### src/include/csss_pkg.sv
// Constants, types and encodings for the clock source select and start-up block
//
// How it works
// - Crystal, select bit 0: wake 1K cycles; reset 14 cycles plus 0, 4.1 or 65 ms; 11 reserved.
// - Crystal, select bit 1: wake 32K cycles; reset 14 cycles plus 0, 4.1 or 65 ms; 11 reserved.
// - Source code 0010 selects the calibrated 8 MHz internal RC oscillator, no external parts.
// - Delivered configuration is source 0010 and start-up time code 10.
// - Every reset copies the factory calibration value into the RC trim register.
// - Software may write the RC trim register at run time, replacing the factory value.
// - The watchdog oscillator clocks the watchdog and reset time-out whatever the system source.
// - RC oscillator: wake 6 cycles; reset 14 cycles plus 0, 4.1 or 65 ms; 11 reserved.
// - Source code 0011 selects the 128 kHz internal oscillator.
// - 128 kHz oscillator: wake 6 cycles; reset 14 cycles plus 0, 4 or 64 ms; 11 reserved.
// - Source code 0000 takes the system clock from the crystal input pin.
// - External clock: wake 6 cycles; reset 14 cycles plus 0, 4.1 or 65 ms; 11 reserved.
// - Prescaler select resets to 0011 with divide-by-eight programmed and to 0000 otherwise.
// - Trim bit 7 picks the range; bits 6 to 0 tune from 0x00 lowest to 0x7F highest in it.
`default_nettype none
package csss_pkg;
  localparam logic [3:0] SRC_EXTERNAL = 4'h0;
  localparam logic [3:0] SRC_RC = 4'h2;
  localparam logic [3:0] SRC_LP128 = 4'h3;
  localparam logic [3:0] SRC_LF_XTAL_DEFAULT = 4'h6;

  localparam logic [3:0] DELIVERED_SRC = 4'h2;
  localparam logic [1:0] DELIVERED_SUT = 2'h2;
  localparam logic DELIVERED_SEL_BIT = 1'b0;
  localparam logic DELIVERED_DIV8 = 1'b1;

  localparam logic [1:0] SUT_BASE_ONLY = 2'h0;
  localparam logic [1:0] SUT_SHORT = 2'h1;
  localparam logic [1:0] SUT_LONG = 2'h2;

  localparam logic [3:0] PRESC_DIV1 = 4'h0;
  localparam logic [3:0] PRESC_DIV8 = 4'h3;
  localparam logic [7:0] TRIM_RESET = 8'h00;
  localparam int TRIM_RANGE_BIT = 7;

  localparam int RESET_BASE_CYCLES = 14;
  localparam int WAKE_FAST_CYCLES = 6;
  localparam int WAKE_LF_SHORT_CYCLES = 1024;
  localparam int WAKE_LF_LONG_CYCLES = 32768;

  localparam int WDT_OSC_HZ = 128000;
  localparam int TIMEOUT_SHORT_US = 4100;
  localparam int TIMEOUT_LONG_US = 65000;
  localparam int LP_TIMEOUT_SHORT_US = 4000;
  localparam int LP_TIMEOUT_LONG_US = 64000;
  localparam int CAPTURE_WAIT_CYCLES = 3;

  // Rounded up: a time-out must never come out short
  function automatic int us_to_ticks(input int us, input int hz);
    longint prod;
    prod = longint'(us) * longint'(hz) + 64'd999999;
    return int'(prod / 64'd1000000);
  endfunction : us_to_ticks

  localparam logic [7:0] ADDR_CTRL = 8'h00;
  localparam logic [7:0] ADDR_TRIM = 8'h04;
  localparam logic [7:0] ADDR_PRESC = 8'h08;
  localparam logic [7:0] ADDR_STATUS = 8'h0C;
  localparam int CTRL_SLEEP_BIT = 0;
  localparam int STATUS_STATE_LSB = 0;
  localparam int STATUS_RELEASE_BIT = 7;
  localparam int STATUS_SRC_LSB = 8;
  localparam int STATUS_SEL_BIT = 12;
  localparam int STATUS_SUT_LSB = 13;
  localparam int STATUS_DIV8_BIT = 15;

  localparam int OSC_EXT = 0;
  localparam int OSC_RC = 1;
  localparam int OSC_LP = 2;
  localparam int OSC_LF = 3;
  localparam int OSC_WDT = 4;
  localparam int OSC_COUNT = 5;

  typedef enum logic [6:0] {
    ST_LOAD = 7'b000_0001,
    ST_RST_COUNT = 7'b000_0010,
    ST_RST_TIMEOUT = 7'b000_0100,
    ST_RUN = 7'b000_1000,
    ST_SLEEP = 7'b001_0000,
    ST_WAKE = 7'b010_0000,
    ST_FAULT = 7'b100_0000
  } csss_state_type;

  typedef struct packed {
    logic [3:0] src;
    logic sel_bit;
    logic [1:0] startup_time_field;
    logic div8;
  } csss_cfg_type;
endpackage : csss_pkg
`default_nettype wire

### src/rtl/csss_tick_sync.sv
// Two-stage synchroniser with rising-edge pulse for one oscillator line
`timescale 1ns/1ps
`default_nettype none
module csss_tick_sync
  import csss_pkg::*;
(
  input wire logic clk_i,
  input wire logic sys_rst_i,
  input wire logic osc_i,
  output logic tick_o
);
  logic meta;
  logic sync;
  logic last;

  // First stage feeds only the second
  always_ff @(posedge clk_i or posedge sys_rst_i)
  begin
    if (sys_rst_i)
    begin
      meta <= 1'b0;
      sync <= 1'b0;
      last <= 1'b0;
    end
    else
    begin
      meta <= osc_i;
      sync <= meta;
      last <= sync;
    end
  end

  assign tick_o = sync & ~last;
endmodule : csss_tick_sync
`default_nettype wire

### src/rtl/csss_clock_control.sv
// Clock source selection, start-up delay sequencing, trim and prescaler registers
`timescale 1ns/1ps
`default_nettype none
module csss_clock_control
  import csss_pkg::*;
#(
  parameter logic [3:0] LF_XTAL_CODE = SRC_LF_XTAL_DEFAULT,
  parameter int WDT_HZ = WDT_OSC_HZ,
  parameter int LF_LONG_WAKE = WAKE_LF_LONG_CYCLES,
  parameter int TO_SHORT_TICKS = us_to_ticks(TIMEOUT_SHORT_US, WDT_HZ),
  parameter int TO_LONG_TICKS = us_to_ticks(TIMEOUT_LONG_US, WDT_HZ),
  parameter int LP_SHORT_TICKS = us_to_ticks(LP_TIMEOUT_SHORT_US, WDT_HZ),
  parameter int LP_LONG_TICKS = us_to_ticks(LP_TIMEOUT_LONG_US, WDT_HZ)
)
(
  input wire logic clk_i,
  input wire logic sys_rst_i,
  input wire logic psel_i,
  input wire logic penable_i,
  input wire logic pwrite_i,
  input wire logic [7:0] paddr_i,
  input wire logic [31:0] pwdata_i,
  output logic [31:0] prdata_o,
  output logic pready_o,
  output logic pslverr_o,
  input wire csss_cfg_type cfg_fuse_i,
  input wire logic [7:0] factory_trim_i,
  input wire logic crystal_input_pin_i,
  input wire logic rc_osc_i,
  input wire logic lp_osc_i,
  input wire logic lf_osc_i,
  input wire logic wdt_osc_i,
  input wire logic wake_i,
  output logic sys_clk_release_o,
  output logic [3:0] src_onehot_o,
  output logic [7:0] rc_trim_register_o,
  output logic [3:0] prescaler_select_field_o,
  output logic wdt_tick_o
);
  localparam int CNT_W = 17;

  csss_state_type state;
  csss_state_type next_state;
  csss_cfg_type cfg_meta;
  csss_cfg_type cfg_sync;
  csss_cfg_type cfg;
  logic [7:0] trim_meta;
  logic [7:0] trim_sync;
  logic wake_meta;
  logic wake_sync;
  logic [OSC_COUNT-1:0] osc_raw;
  logic [OSC_COUNT-1:0] osc_tick;
  logic [CNT_W-1:0] cnt;
  logic [CNT_W-1:0] wake_target;
  logic [CNT_W-1:0] timeout_target;
  logic [1:0] load_wait;
  logic sel_tick;
  logic cfg_valid;
  logic is_lp;
  logic sleep_req;
  logic apb_setup;
  logic apb_write;
  logic [31:0] status_word;

  assign osc_raw = {wdt_osc_i, lf_osc_i, lp_osc_i, rc_osc_i, crystal_input_pin_i};

  genvar g;
  generate
    for (g = 0; g < OSC_COUNT; g++)
    begin : g_osc
      csss_tick_sync u_sync (
        .clk_i(clk_i),
        .sys_rst_i(sys_rst_i),
        .osc_i(osc_raw[g]),
        .tick_o(osc_tick[g])
      );
    end
  endgenerate

  // Fuses, factory trim and wake pin are static or slow but still cross in
  always_ff @(posedge clk_i or posedge sys_rst_i)
  begin
    if (sys_rst_i)
    begin
      cfg_meta <= '0;
      cfg_sync <= '0;
      trim_meta <= TRIM_RESET;
      trim_sync <= TRIM_RESET;
      wake_meta <= 1'b0;
      wake_sync <= 1'b0;
    end
    else
    begin
      cfg_meta <= cfg_fuse_i;
      cfg_sync <= cfg_meta;
      trim_meta <= factory_trim_i;
      trim_sync <= trim_meta;
      wake_meta <= wake_i;
      wake_sync <= wake_meta;
    end
  end

  // Configuration is captured once per reset, after the synchroniser has settled
  always_ff @(posedge clk_i or posedge sys_rst_i)
  begin
    if (sys_rst_i)
    begin
      load_wait <= 2'h0;
      cfg <= '{src: DELIVERED_SRC, sel_bit: DELIVERED_SEL_BIT, startup_time_field: DELIVERED_SUT,
               div8: DELIVERED_DIV8};
    end
    else if (state == ST_LOAD)
    begin
      load_wait <= load_wait + 2'h1;
      if (load_wait == 2'(CAPTURE_WAIT_CYCLES - 1))
      begin
        cfg <= cfg_sync;
      end
    end
  end

  // Source decode; the low-frequency crystal code is a parameter
  always_comb
  begin
    is_lp = 1'b0;
    cfg_valid = (cfg.startup_time_field != 2'h3);
    sel_tick = 1'b0;
    wake_target = CNT_W'(WAKE_FAST_CYCLES);
    if (cfg.src == SRC_RC)
    begin
      sel_tick = osc_tick[OSC_RC];
    end
    else if (cfg.src == SRC_LP128)
    begin
      sel_tick = osc_tick[OSC_LP];
      is_lp = 1'b1;
    end
    else if (cfg.src == SRC_EXTERNAL)
    begin
      sel_tick = osc_tick[OSC_EXT];
    end
    else if (cfg.src == LF_XTAL_CODE)
    begin
      sel_tick = osc_tick[OSC_LF];
      wake_target = cfg.sel_bit ? CNT_W'(LF_LONG_WAKE) : CNT_W'(WAKE_LF_SHORT_CYCLES);
    end
    else
    begin
      cfg_valid = 1'b0;
    end
  end

  // The 128 kHz source has its own, slightly shorter time-outs
  always_comb
  begin
    if (cfg.startup_time_field == SUT_SHORT)
    begin
      timeout_target = is_lp ? CNT_W'(LP_SHORT_TICKS) : CNT_W'(TO_SHORT_TICKS);
    end
    else if (cfg.startup_time_field == SUT_LONG)
    begin
      timeout_target = is_lp ? CNT_W'(LP_LONG_TICKS) : CNT_W'(TO_LONG_TICKS);
    end
    else
    begin
      timeout_target = '0;
    end
  end

  // Start-up sequencer
  always_comb
  begin
    next_state = state;
    case (state)
      ST_LOAD:
      begin
        if (load_wait == 2'(CAPTURE_WAIT_CYCLES - 1))
        begin
          next_state = ST_RST_COUNT;
        end
      end
      ST_RST_COUNT:
      begin
        if (!cfg_valid)
        begin
          next_state = ST_FAULT;
        end
        else if (sel_tick && cnt == CNT_W'(RESET_BASE_CYCLES - 1))
        begin
          next_state = (cfg.startup_time_field == SUT_BASE_ONLY) ? ST_RUN : ST_RST_TIMEOUT;
        end
      end
      ST_RST_TIMEOUT:
      begin
        // Timed on the watchdog oscillator, not the system source
        if (osc_tick[OSC_WDT] && cnt == timeout_target - CNT_W'(1))
        begin
          next_state = ST_RUN;
        end
      end
      ST_RUN:
      begin
        if (sleep_req)
        begin
          next_state = ST_SLEEP;
        end
      end
      ST_SLEEP:
      begin
        if (wake_sync)
        begin
          next_state = ST_WAKE;
        end
      end
      ST_WAKE:
      begin
        if (sel_tick && cnt == wake_target - CNT_W'(1))
        begin
          next_state = ST_RUN;
        end
      end
      ST_FAULT:
      begin
        next_state = ST_FAULT;
      end
      default:
      begin
        next_state = ST_FAULT;
      end
    endcase
  end

  always_ff @(posedge clk_i or posedge sys_rst_i)
  begin
    if (sys_rst_i)
    begin
      state <= ST_LOAD;
    end
    else
    begin
      state <= next_state;
    end
  end

  // One counter serves the reset, time-out and wake phases (load uses load_wait); it restarts on every state change
  always_ff @(posedge clk_i or posedge sys_rst_i)
  begin
    if (sys_rst_i)
    begin
      cnt <= '0;
    end
    else if (next_state != state)
    begin
      cnt <= '0;
    end
    else if ((state == ST_RST_COUNT || state == ST_WAKE) && sel_tick)
    begin
      cnt <= cnt + CNT_W'(1);
    end
    else if (state == ST_RST_TIMEOUT && osc_tick[OSC_WDT])
    begin
      cnt <= cnt + CNT_W'(1);
    end
  end

  // Outputs from flops
  always_ff @(posedge clk_i or posedge sys_rst_i)
  begin
    if (sys_rst_i)
    begin
      sys_clk_release_o <= 1'b0;
      src_onehot_o <= 4'h0;
      wdt_tick_o <= 1'b0;
    end
    else
    begin
      sys_clk_release_o <= (next_state == ST_RUN);
      src_onehot_o <= {cfg.src == LF_XTAL_CODE, cfg.src == SRC_LP128,
                       cfg.src == SRC_RC, cfg.src == SRC_EXTERNAL};
      wdt_tick_o <= osc_tick[OSC_WDT];
    end
  end

  // APB slave: one wait-free access phase, pready raised from the setup cycle
  assign apb_setup = psel_i & ~penable_i;
  assign apb_write = psel_i & penable_i & pready_o & pwrite_i;

  always_ff @(posedge clk_i or posedge sys_rst_i)
  begin
    if (sys_rst_i)
    begin
      rc_trim_register_o <= TRIM_RESET;
    end
    else if (state == ST_LOAD)
    begin
      rc_trim_register_o <= trim_sync;
    end
    else if (apb_write && paddr_i == ADDR_TRIM)
    begin
      rc_trim_register_o <= pwdata_i[7:0];
    end
  end

  always_ff @(posedge clk_i or posedge sys_rst_i)
  begin
    if (sys_rst_i)
    begin
      prescaler_select_field_o <= PRESC_DIV1;
    end
    else if (state == ST_LOAD)
    begin
      prescaler_select_field_o <= cfg_sync.div8 ? PRESC_DIV8 : PRESC_DIV1;
    end
    else if (apb_write && paddr_i == ADDR_PRESC)
    begin
      prescaler_select_field_o <= pwdata_i[3:0];
    end
  end

  // Sleep request is taken only while running, and drops once sleep is entered
  always_ff @(posedge clk_i or posedge sys_rst_i)
  begin
    if (sys_rst_i)
    begin
      sleep_req <= 1'b0;
    end
    else if (apb_write && paddr_i == ADDR_CTRL && state == ST_RUN)
    begin
      sleep_req <= pwdata_i[CTRL_SLEEP_BIT];
    end
    else if (state != ST_RUN)
    begin
      sleep_req <= 1'b0;
    end
  end

  always_comb
  begin
    status_word = '0;
    status_word[STATUS_STATE_LSB +: 7] = state;
    status_word[STATUS_RELEASE_BIT] = sys_clk_release_o;
    status_word[STATUS_SRC_LSB +: 4] = cfg.src;
    status_word[STATUS_SEL_BIT] = cfg.sel_bit;
    status_word[STATUS_SUT_LSB +: 2] = cfg.startup_time_field;
    status_word[STATUS_DIV8_BIT] = cfg.div8;
  end

  always_ff @(posedge clk_i or posedge sys_rst_i)
  begin
    if (sys_rst_i)
    begin
      pready_o <= 1'b0;
      pslverr_o <= 1'b0;
      prdata_o <= 32'h0000_0000;
    end
    else
    begin
      pready_o <= apb_setup;
      pslverr_o <= 1'b0;
      prdata_o <= 32'h0000_0000;
      if (apb_setup)
      begin
        if (paddr_i == ADDR_CTRL)
        begin
          prdata_o <= {31'h0000_0000, sleep_req};
        end
        else if (paddr_i == ADDR_TRIM)
        begin
          prdata_o <= {24'h00_0000, rc_trim_register_o};
        end
        else if (paddr_i == ADDR_PRESC)
        begin
          prdata_o <= {28'h000_0000, prescaler_select_field_o};
        end
        else if (paddr_i == ADDR_STATUS)
        begin
          prdata_o <= status_word;
        end
        else
        begin
          pslverr_o <= 1'b1;
        end
      end
    end
  end
endmodule : csss_clock_control
`default_nettype wire

### config.mk
export PLATFORM = sky130hd
export DESIGN_NAME = csss_clock_control
export DESIGN_NICKNAME = d
export VERILOG_FILES = /design/src/include/csss_pkg.sv /design/src/rtl/csss_tick_sync.sv /design/src/rtl/csss_clock_control.sv
export SDC_FILE = /design/constraint.sdc
export NUM_CORES = 1
export LEC_CHECK = 0
export ABC_AREA = 1
export BUFFER_PORTS_ARGS = -buffer_cell sky130_fd_sc_hd__buf_4
export CAP_MARGIN = 20
export CELL_PAD_IN_SITES_DETAIL_PLACEMENT = 0
export CELL_PAD_IN_SITES_GLOBAL_PLACEMENT = 1
export CORE_MARGIN = 5
export CORE_UTILIZATION = 42
export CTS_BUF_LIST = sky130_fd_sc_hd__clkbuf_4 sky130_fd_sc_hd__clkbuf_8
export DETAILED_ROUTE_END_ITERATION = 8
export GPL_TIMING_DRIVEN = 0
export PLACE_DENSITY = 0.91
export SYNTH_ARGS = -nofsm -noshare
export SYNTH_HDL_FRONTEND = slang
export SYNTH_SLANG_ARGS = --single-unit
### constraint.sdc
create_clock -name clk_i -period 5.3 [get_ports clk_i]
set_clock_uncertainty 0.1 [all_clocks]
set_input_delay 0.795 -clock clk_i [delete_from_list [all_inputs] [get_ports clk_i]]
set_output_delay 0.795 -clock clk_i [all_outputs]
set_load 0.05 [all_outputs]
# Word-level counts from Yosys, hierarchy flattened
# Cells that the tools add are included.
[op_classes] n_reduce_logical=18 eq_ne=22 addsub=4 bitwise=15 n_mux=48
[ops] cell="$mux 16" n=10
[ops] cell="$mux 17" n=3
[ops] cell="$mux 7" n=7
[ops] cell="$pmux 7 s6" n=1
[ops] cell="$eq 17x17->1" n=2
[ops] cell="$sub 17x1->17 const B" n=2
[ops] cell="$mux 14" n=2
[ops] cell="$mux 8" n=3
[ops] cell="$add 17x1->17 const B" n=1
[ops] cell="$eq 17x4->1 const B" n=1
[ops] cell="$mux 1" n=17
[ops] cell="$eq 8x4->1 const B" n=2
[ops] cell="$mux 4" n=4
[ops] cell="$eq 7x4->1 const B" n=2
[ops] cell="$and 1x1->1" n=9
[ops] cell="$logic_and 1x1->1" n=9
[ops] cell="$eq 4x2->1 const B" n=2
[ops] cell="$eq 8x3->1 const B" n=1
[ops] cell="$logic_not 8->1" n=1
[ops] cell="$eq 7x1->1 const B" n=1
[ops] cell="$eq 7x2->1 const B" n=1
[ops] cell="$eq 7x3->1 const B" n=1
[ops] cell="$eq 7x5->1 const B" n=1
[ops] cell="$eq 7x6->1 const B" n=1
[ops] cell="15 further kinds" n=23
[word_totals] in_bits=67 word_cells=150 regBits=136

# Logic depth before layout (Yosys ltp)
[logic_depth] ltp_word=13 ltp_mapped=21 depth_no_buf=20

# By module
# A second synthesis with hierarchy kept.
[unflattened] cells_unflattened=576 hier_area_um2=5421.4
[by_module_without_submodules] module="csss_clock_control" area_per_inst_um2=4977.3 instances=1 cells_per_inst=546
[by_module_without_submodules] module="csss_tick_sync" area_per_inst_um2=88.8 instances=5 cells_per_inst=6

# Worst setup path before layout
# No wires, ideal clock.
[synth_timing] kind="input to register" from="in paddr_i[5]" to="reg rc_trim_register_o[0]" path_buffers=2 arrival_time_ns=2.415 stages=8 path_slack_ns=2.703 cell_sequence="or4_4 -> buf_6 -> nor4_4 -> inv_2 -> o21ai_4 -> buf_6 -> nor2_1 -> a31oi_2"
[synth_between] elab_chain_cells=3
[synth_rtl] element="start: declaration" line="csss_clock_control.sv:21" text="input wire logic [7:0] paddr_i,"
[synth_rtl] element="$eq 8x3->1" line="csss_clock_control.sv:298" text="else if (apb_write && paddr_i == ADDR_TRIM)"
[synth_rtl] element="$logic_and 1x1->1" line="csss_clock_control.sv:298"
[synth_rtl] element="$reduce_bool 2->1 (no source line)"
[synth_rtl] element="end signal: assignment" line="csss_clock_control.sv:296" text="rc_trim_register_o <= trim_sync;"
[synth_rtl] element="end signal: assignment" line="csss_clock_control.sv:300" text="rc_trim_register_o <= pwdata_i[7:0];"
[synth_rtl] element="end: declaration" line="csss_clock_control.sv:36" text="output logic [7:0] rc_trim_register_o,"
# No other way between the ends.
# A chain may end at the register's enable or synchronous reset.

# Final worst setup path
[layout_timing] from="reg cfg[5] in the netlist's numbering" to="reg cnt[6]"
[layout_between] elab_chain_cells=13 word_cells_on_any_way=39 classes_between="add/sub (2); eq/ne (6); mux (25); reduce/logical (6)"
[layout_rtl] element="start: declaration" line="csss_clock_control.sv:46" text="csss_cfg_type cfg;"
[layout_rtl] element="start signal: assignment" line="csss_clock_control.sv:109" text="cfg <= '{src: DELIVERED_SRC, sel_bit: DELIVERED_SEL_BIT, startup_time_field: DELIVERED_SUT,"
[layout_rtl] element="start signal: assignment" line="csss_clock_control.sv:117" text="cfg <= cfg_sync;"
[layout_rtl] element="$eq 4x2->1" line="csss_clock_control.sv:133" text="else if (cfg.src == SRC_LP128)"
[layout_rtl] element="$mux 1" line="csss_clock_control.sv:133"
[layout_rtl] element="$mux 1" line="csss_clock_control.sv:129" text="if (cfg.src == SRC_RC)"
[layout_rtl] element="$mux 8" line="csss_clock_control.sv:162" text="timeout_target = is_lp ? CNT_W'(LP_LONG_TICKS) : CNT_W'(TO_LONG_TICKS);"
[layout_rtl] element="$mux 14" line="csss_clock_control.sv:160" text="else if (cfg.startup_time_field == SUT_LONG)"
[layout_rtl] element="$mux 14" line="csss_clock_control.sv:156" text="if (cfg.startup_time_field == SUT_SHORT)"
[layout_rtl] element="$sub 17x1->17" line="csss_clock_control.sv:196" text="if (osc_tick[OSC_WDT] && cnt == timeout_target - CNT_W'(1))"
[layout_rtl] element="$eq 17x17->1" line="csss_clock_control.sv:196"
[layout_rtl] element="$logic_and 1x1->1" line="csss_clock_control.sv:196"
[layout_rtl] element="$mux 7" line="csss_clock_control.sv:196"
[layout_rtl] element="$pmux 7 s6" line="csss_clock_control.sv:174" text="case (state)"
[layout_rtl] element="$ne 7x7->1" line="csss_clock_control.sv:252" text="else if (next_state != state)"
[layout_rtl] element="$reduce_bool 3->1 (no source line) / $mux 17 (equally long branches)"
[layout_rtl] element="end signal: assignment" line="csss_clock_control.sv:258" text="cnt <= cnt + CNT_W'(1);"
[layout_rtl] element="end signal: assignment" line="csss_clock_control.sv:262" text="cnt <= cnt + CNT_W'(1);"
[layout_rtl] element="end: declaration" line="csss_clock_control.sv:53" text="logic [CNT_W-1:0] cnt;"
# Several ways; a longest one is shown, not always the timed one.

==> impl_metrics.yaml <==
cts:
  clk_pin_slew_ns: 0.07
  cts_tree: "done"
  cts-root-buf: "clkbuf_8"
  clock_path_buffers: 2
  cts_max_level: 4
  cts_setup_buffers: 0
  clock_sinks: 120
  cts-resized-gates: 0
  clk_latency_ns: 0.44
  cts_buffers: 17
  cts_hold_buf: 0
synthesis:
  synth_edf_count: 0
  synth_area_per_cell_um2: 9.168
  async_reset_ff_frac: 1.000
  synth.area.top_cells: "dfrtp_1 (55%), nand2_1 (9.0%), nor2_1 (5.0%), inv_1 (4.8%), xor2_1 (3.0%)"
  synthCells: 580
  ys_seq_area_frac: 0.5656
  synth_commonest_cells: "nand2_1 (127), dfrtp_1 (116), nor2_1 (71)"
  yosys.cell_count.top_type: "nand2_1"
  synth-main-ff-cell: "dfrtp_1"
  synth_top_area_share: 0.5459
  yosysUniqueCellTypes: 37
  ys_ff_latch: 120
  synth_area_leader_cell: "dfrtp_1"
  synth_area_um2: 5318
  ys_warn_count: 0
routing:
  drt-initial-drc-count: 232
  drtAntennaViolNets: 0
  wirelength_um: 12170
  vias: 4198
  drc: 0
  wl_per_cell_um: 13.86
  dr.pass1.iters: 5
  vias_per_cell: 4.781
setup_path:
  critical_path_buf_inv_count: 1
  critPathTopFamily: "simple AND/OR/NAND/NOR gates"
  cp.arrival_ns: 3.26
  slowest_stage: "dfstp_2"
  cp_max_fo: 10
  cp_cell_sequence: "nand2_2, nor2_4, nand2_1, ha_1, o21ai_0, nand2_1, nor2_1, nand3_1, nor2_1, nand3_1, nand2_1, nand2_1, nand4_1, nand3_1, nor2_1, nand2_2, buf_6, nor2_1"
  endpoint_kind: "flop"
  crit_path_max_incr_delay_ns: 0.57
  startpoint_type: "flop"
  path_class: "reg -> reg"
  cp.required_ns: 5.56
die:
  fp-row-count: 41
  io-pin-count: 119
  die_height_um: 122.5
  initial_utilization: 0.4248
  fp.dieW_um: 122.5
  core_area_um2: 12520
  die_area_um2: 15010
sta:
  rsz0062_at_grt: "no"
  slew_headroom: 0.5414
  finalHoldViolations: 0
  hold_slack_ns: 0.2504
  fmax_ghz: 0.3333
  fin_crit_sh: 0.5661
  setup_viol: 0
  period_needed_ns: 3.000
  drv_slew: 0
  fin_setup_tns_ns: 0
  worst_slew_pin_slew_ns: 0.6880
place:
  portBuffers: 78
  place_congestion: 0.9301
  post-dp-hpwl_um: 9172
  placed_cell_area_um2: 6205
pwr:
  power_mw: 1.897
  p_per_area_nw_per_um2: 286.4
  p_leak_nw: 3.292
  ir_drop_uv: 218.2
cells_and_area:
  drive_gt1_frac: 0.2210
  area_growth_pct: 24.54
  nets: 769
  diodes: 0
  fin_util: 0.5291
  postLayoutCellArea_um2: 6623
global_route:
  grt_antenna_before_repair: 0
  grt_pass1_wl_um: 19730
  globalRouteOverflowTotal: 0
  grt_max_degree: 67
  grt_usage: 0.1698
  grt_pass1_vias: 4138
run_status:
  status: "complete, no violations"
min_path:
  hold_class: "reg -> reg"
flow_run:
  drv_cap: 0
## cells by family (layout without fill, tap and decap cells)
family,after synthesis,after routing,synth area share
flops,120,120,0.5656
fa+ha+maj,9,9,0.02118
xor+xnor,19,19,0.03129
compound gates,55,55,0.06259
other cells,1,16,0.0007052
simple gates,278,278,0.2332
buf+inv,98,209,0.08541
## sequential cells by signal (all words and copies together) (netlist names), 7 cells and up
register and flops:
cnt 17, prdata_o 16, cfg 8, cfg_meta 8, cfg_sync 8, rc_trim_register_o 8, trim_meta 8, trim_sync 8
state 7
## cell type report
class / count / area (um2)
Tap cell: 172 / 215.2
Clock inverter: 15 / 183.9
Fill cell: 1164 / 5894
Inverter: 70 / 265.3
Timing Repair Buffer: 79 / 613.1
Multi-Input combinational cell: 377 / 1912
Clock buffer: 17 / 234.0
Buffer: 28 / 191.4
Sequential cell: 120 / 3008
## layout by cell type, fill, tap and decap left out, types with 2 or more instances in the layout
master	count
nand2_1	127
dfrtp_1	116
buf_4	94
nor2_1	71
inv_1	67
nand3_1	30
a21oi_1	19
xor2_1	18
clkbuf_8	17
nand4_1	16
conb_1	16
nor3_1	15
o21ai_0	13
a31oi_1	9
ha_1	9
clkbuf_1	6
o211ai_1	5
inv_6	5
nor4_2	4
dfstp_2	4
buf_6	3
nor4_1	3
o21ai_1	3
buf_2	3
nor2_2	3
inv_8	3
inv_2	2
a31oi_2	2
nand2_2	2
nand3b_1	2
bufinv_16	2
clkinv_4	2
## power breakdown
group / internal, mW / switching [mW]
Combinational: 0.0358 / 0.0649
Sequential: 0.935 / 0.00625
Clock: 0.438 / 0.416
## worst reg2reg max path, cell delays in order (launching register included)
cell and delay (ns):
dfstp_2 0.57, nand2_2 0.09, nor2_4 0.24, nand2_1 0.09
ha_1 0.25, o21ai_0 0.17, nand2_1 0.07, nor2_1 0.08
nand3_1 0.07, nor2_1 0.08, nand3_1 0.12, nand2_1 0.09
nand2_1 0.11, nand4_1 0.12, nand3_1 0.07, nor2_1 0.17
nand2_2 0.17, buf_6 0.19, nor2_1 0.09
## per-stage QoR
step           setup WS (ns)  std cells
2_1_floorplan          1.226        595
3_3_place_gp         0.08227        845
3_5_place_dp           2.248        846
4_1_cts                2.333        878
5_1_grt                2.023        878
6_report               2.300        878
## per-layer routing
metal	vias up	part of all wire	global-route usage
met3	24	0.053	0.04654
li1	2064	-	-
met1	1998	0.43	0.2206
met5	-	0	0
met2	112	0.50	0.2690
met4	0	0.023	0.07068
## worst paths after layout
path                                         to  depth (start not counted)  slack [ns]                 start
hold reg to reg            g_osc[1].u_sync.sync                          0        0.25  g_osc[1].u_sync.meta
hold / removal             g_osc[1].u_sync.sync                          0        0.25  g_osc[1].u_sync.meta
min in group asynchronous           cfg_meta[0]                          2        0.36             sys_rst_i
max in group asynchronous                cfg[2]                          3        3.97             sys_rst_i
setup reg to reg                         cnt[6]                         18        2.30                cfg[5]
setup / recovery                         cnt[6]                         18        2.30                cfg[5]
No activity file was read; power rests on OpenSTA's default activity.
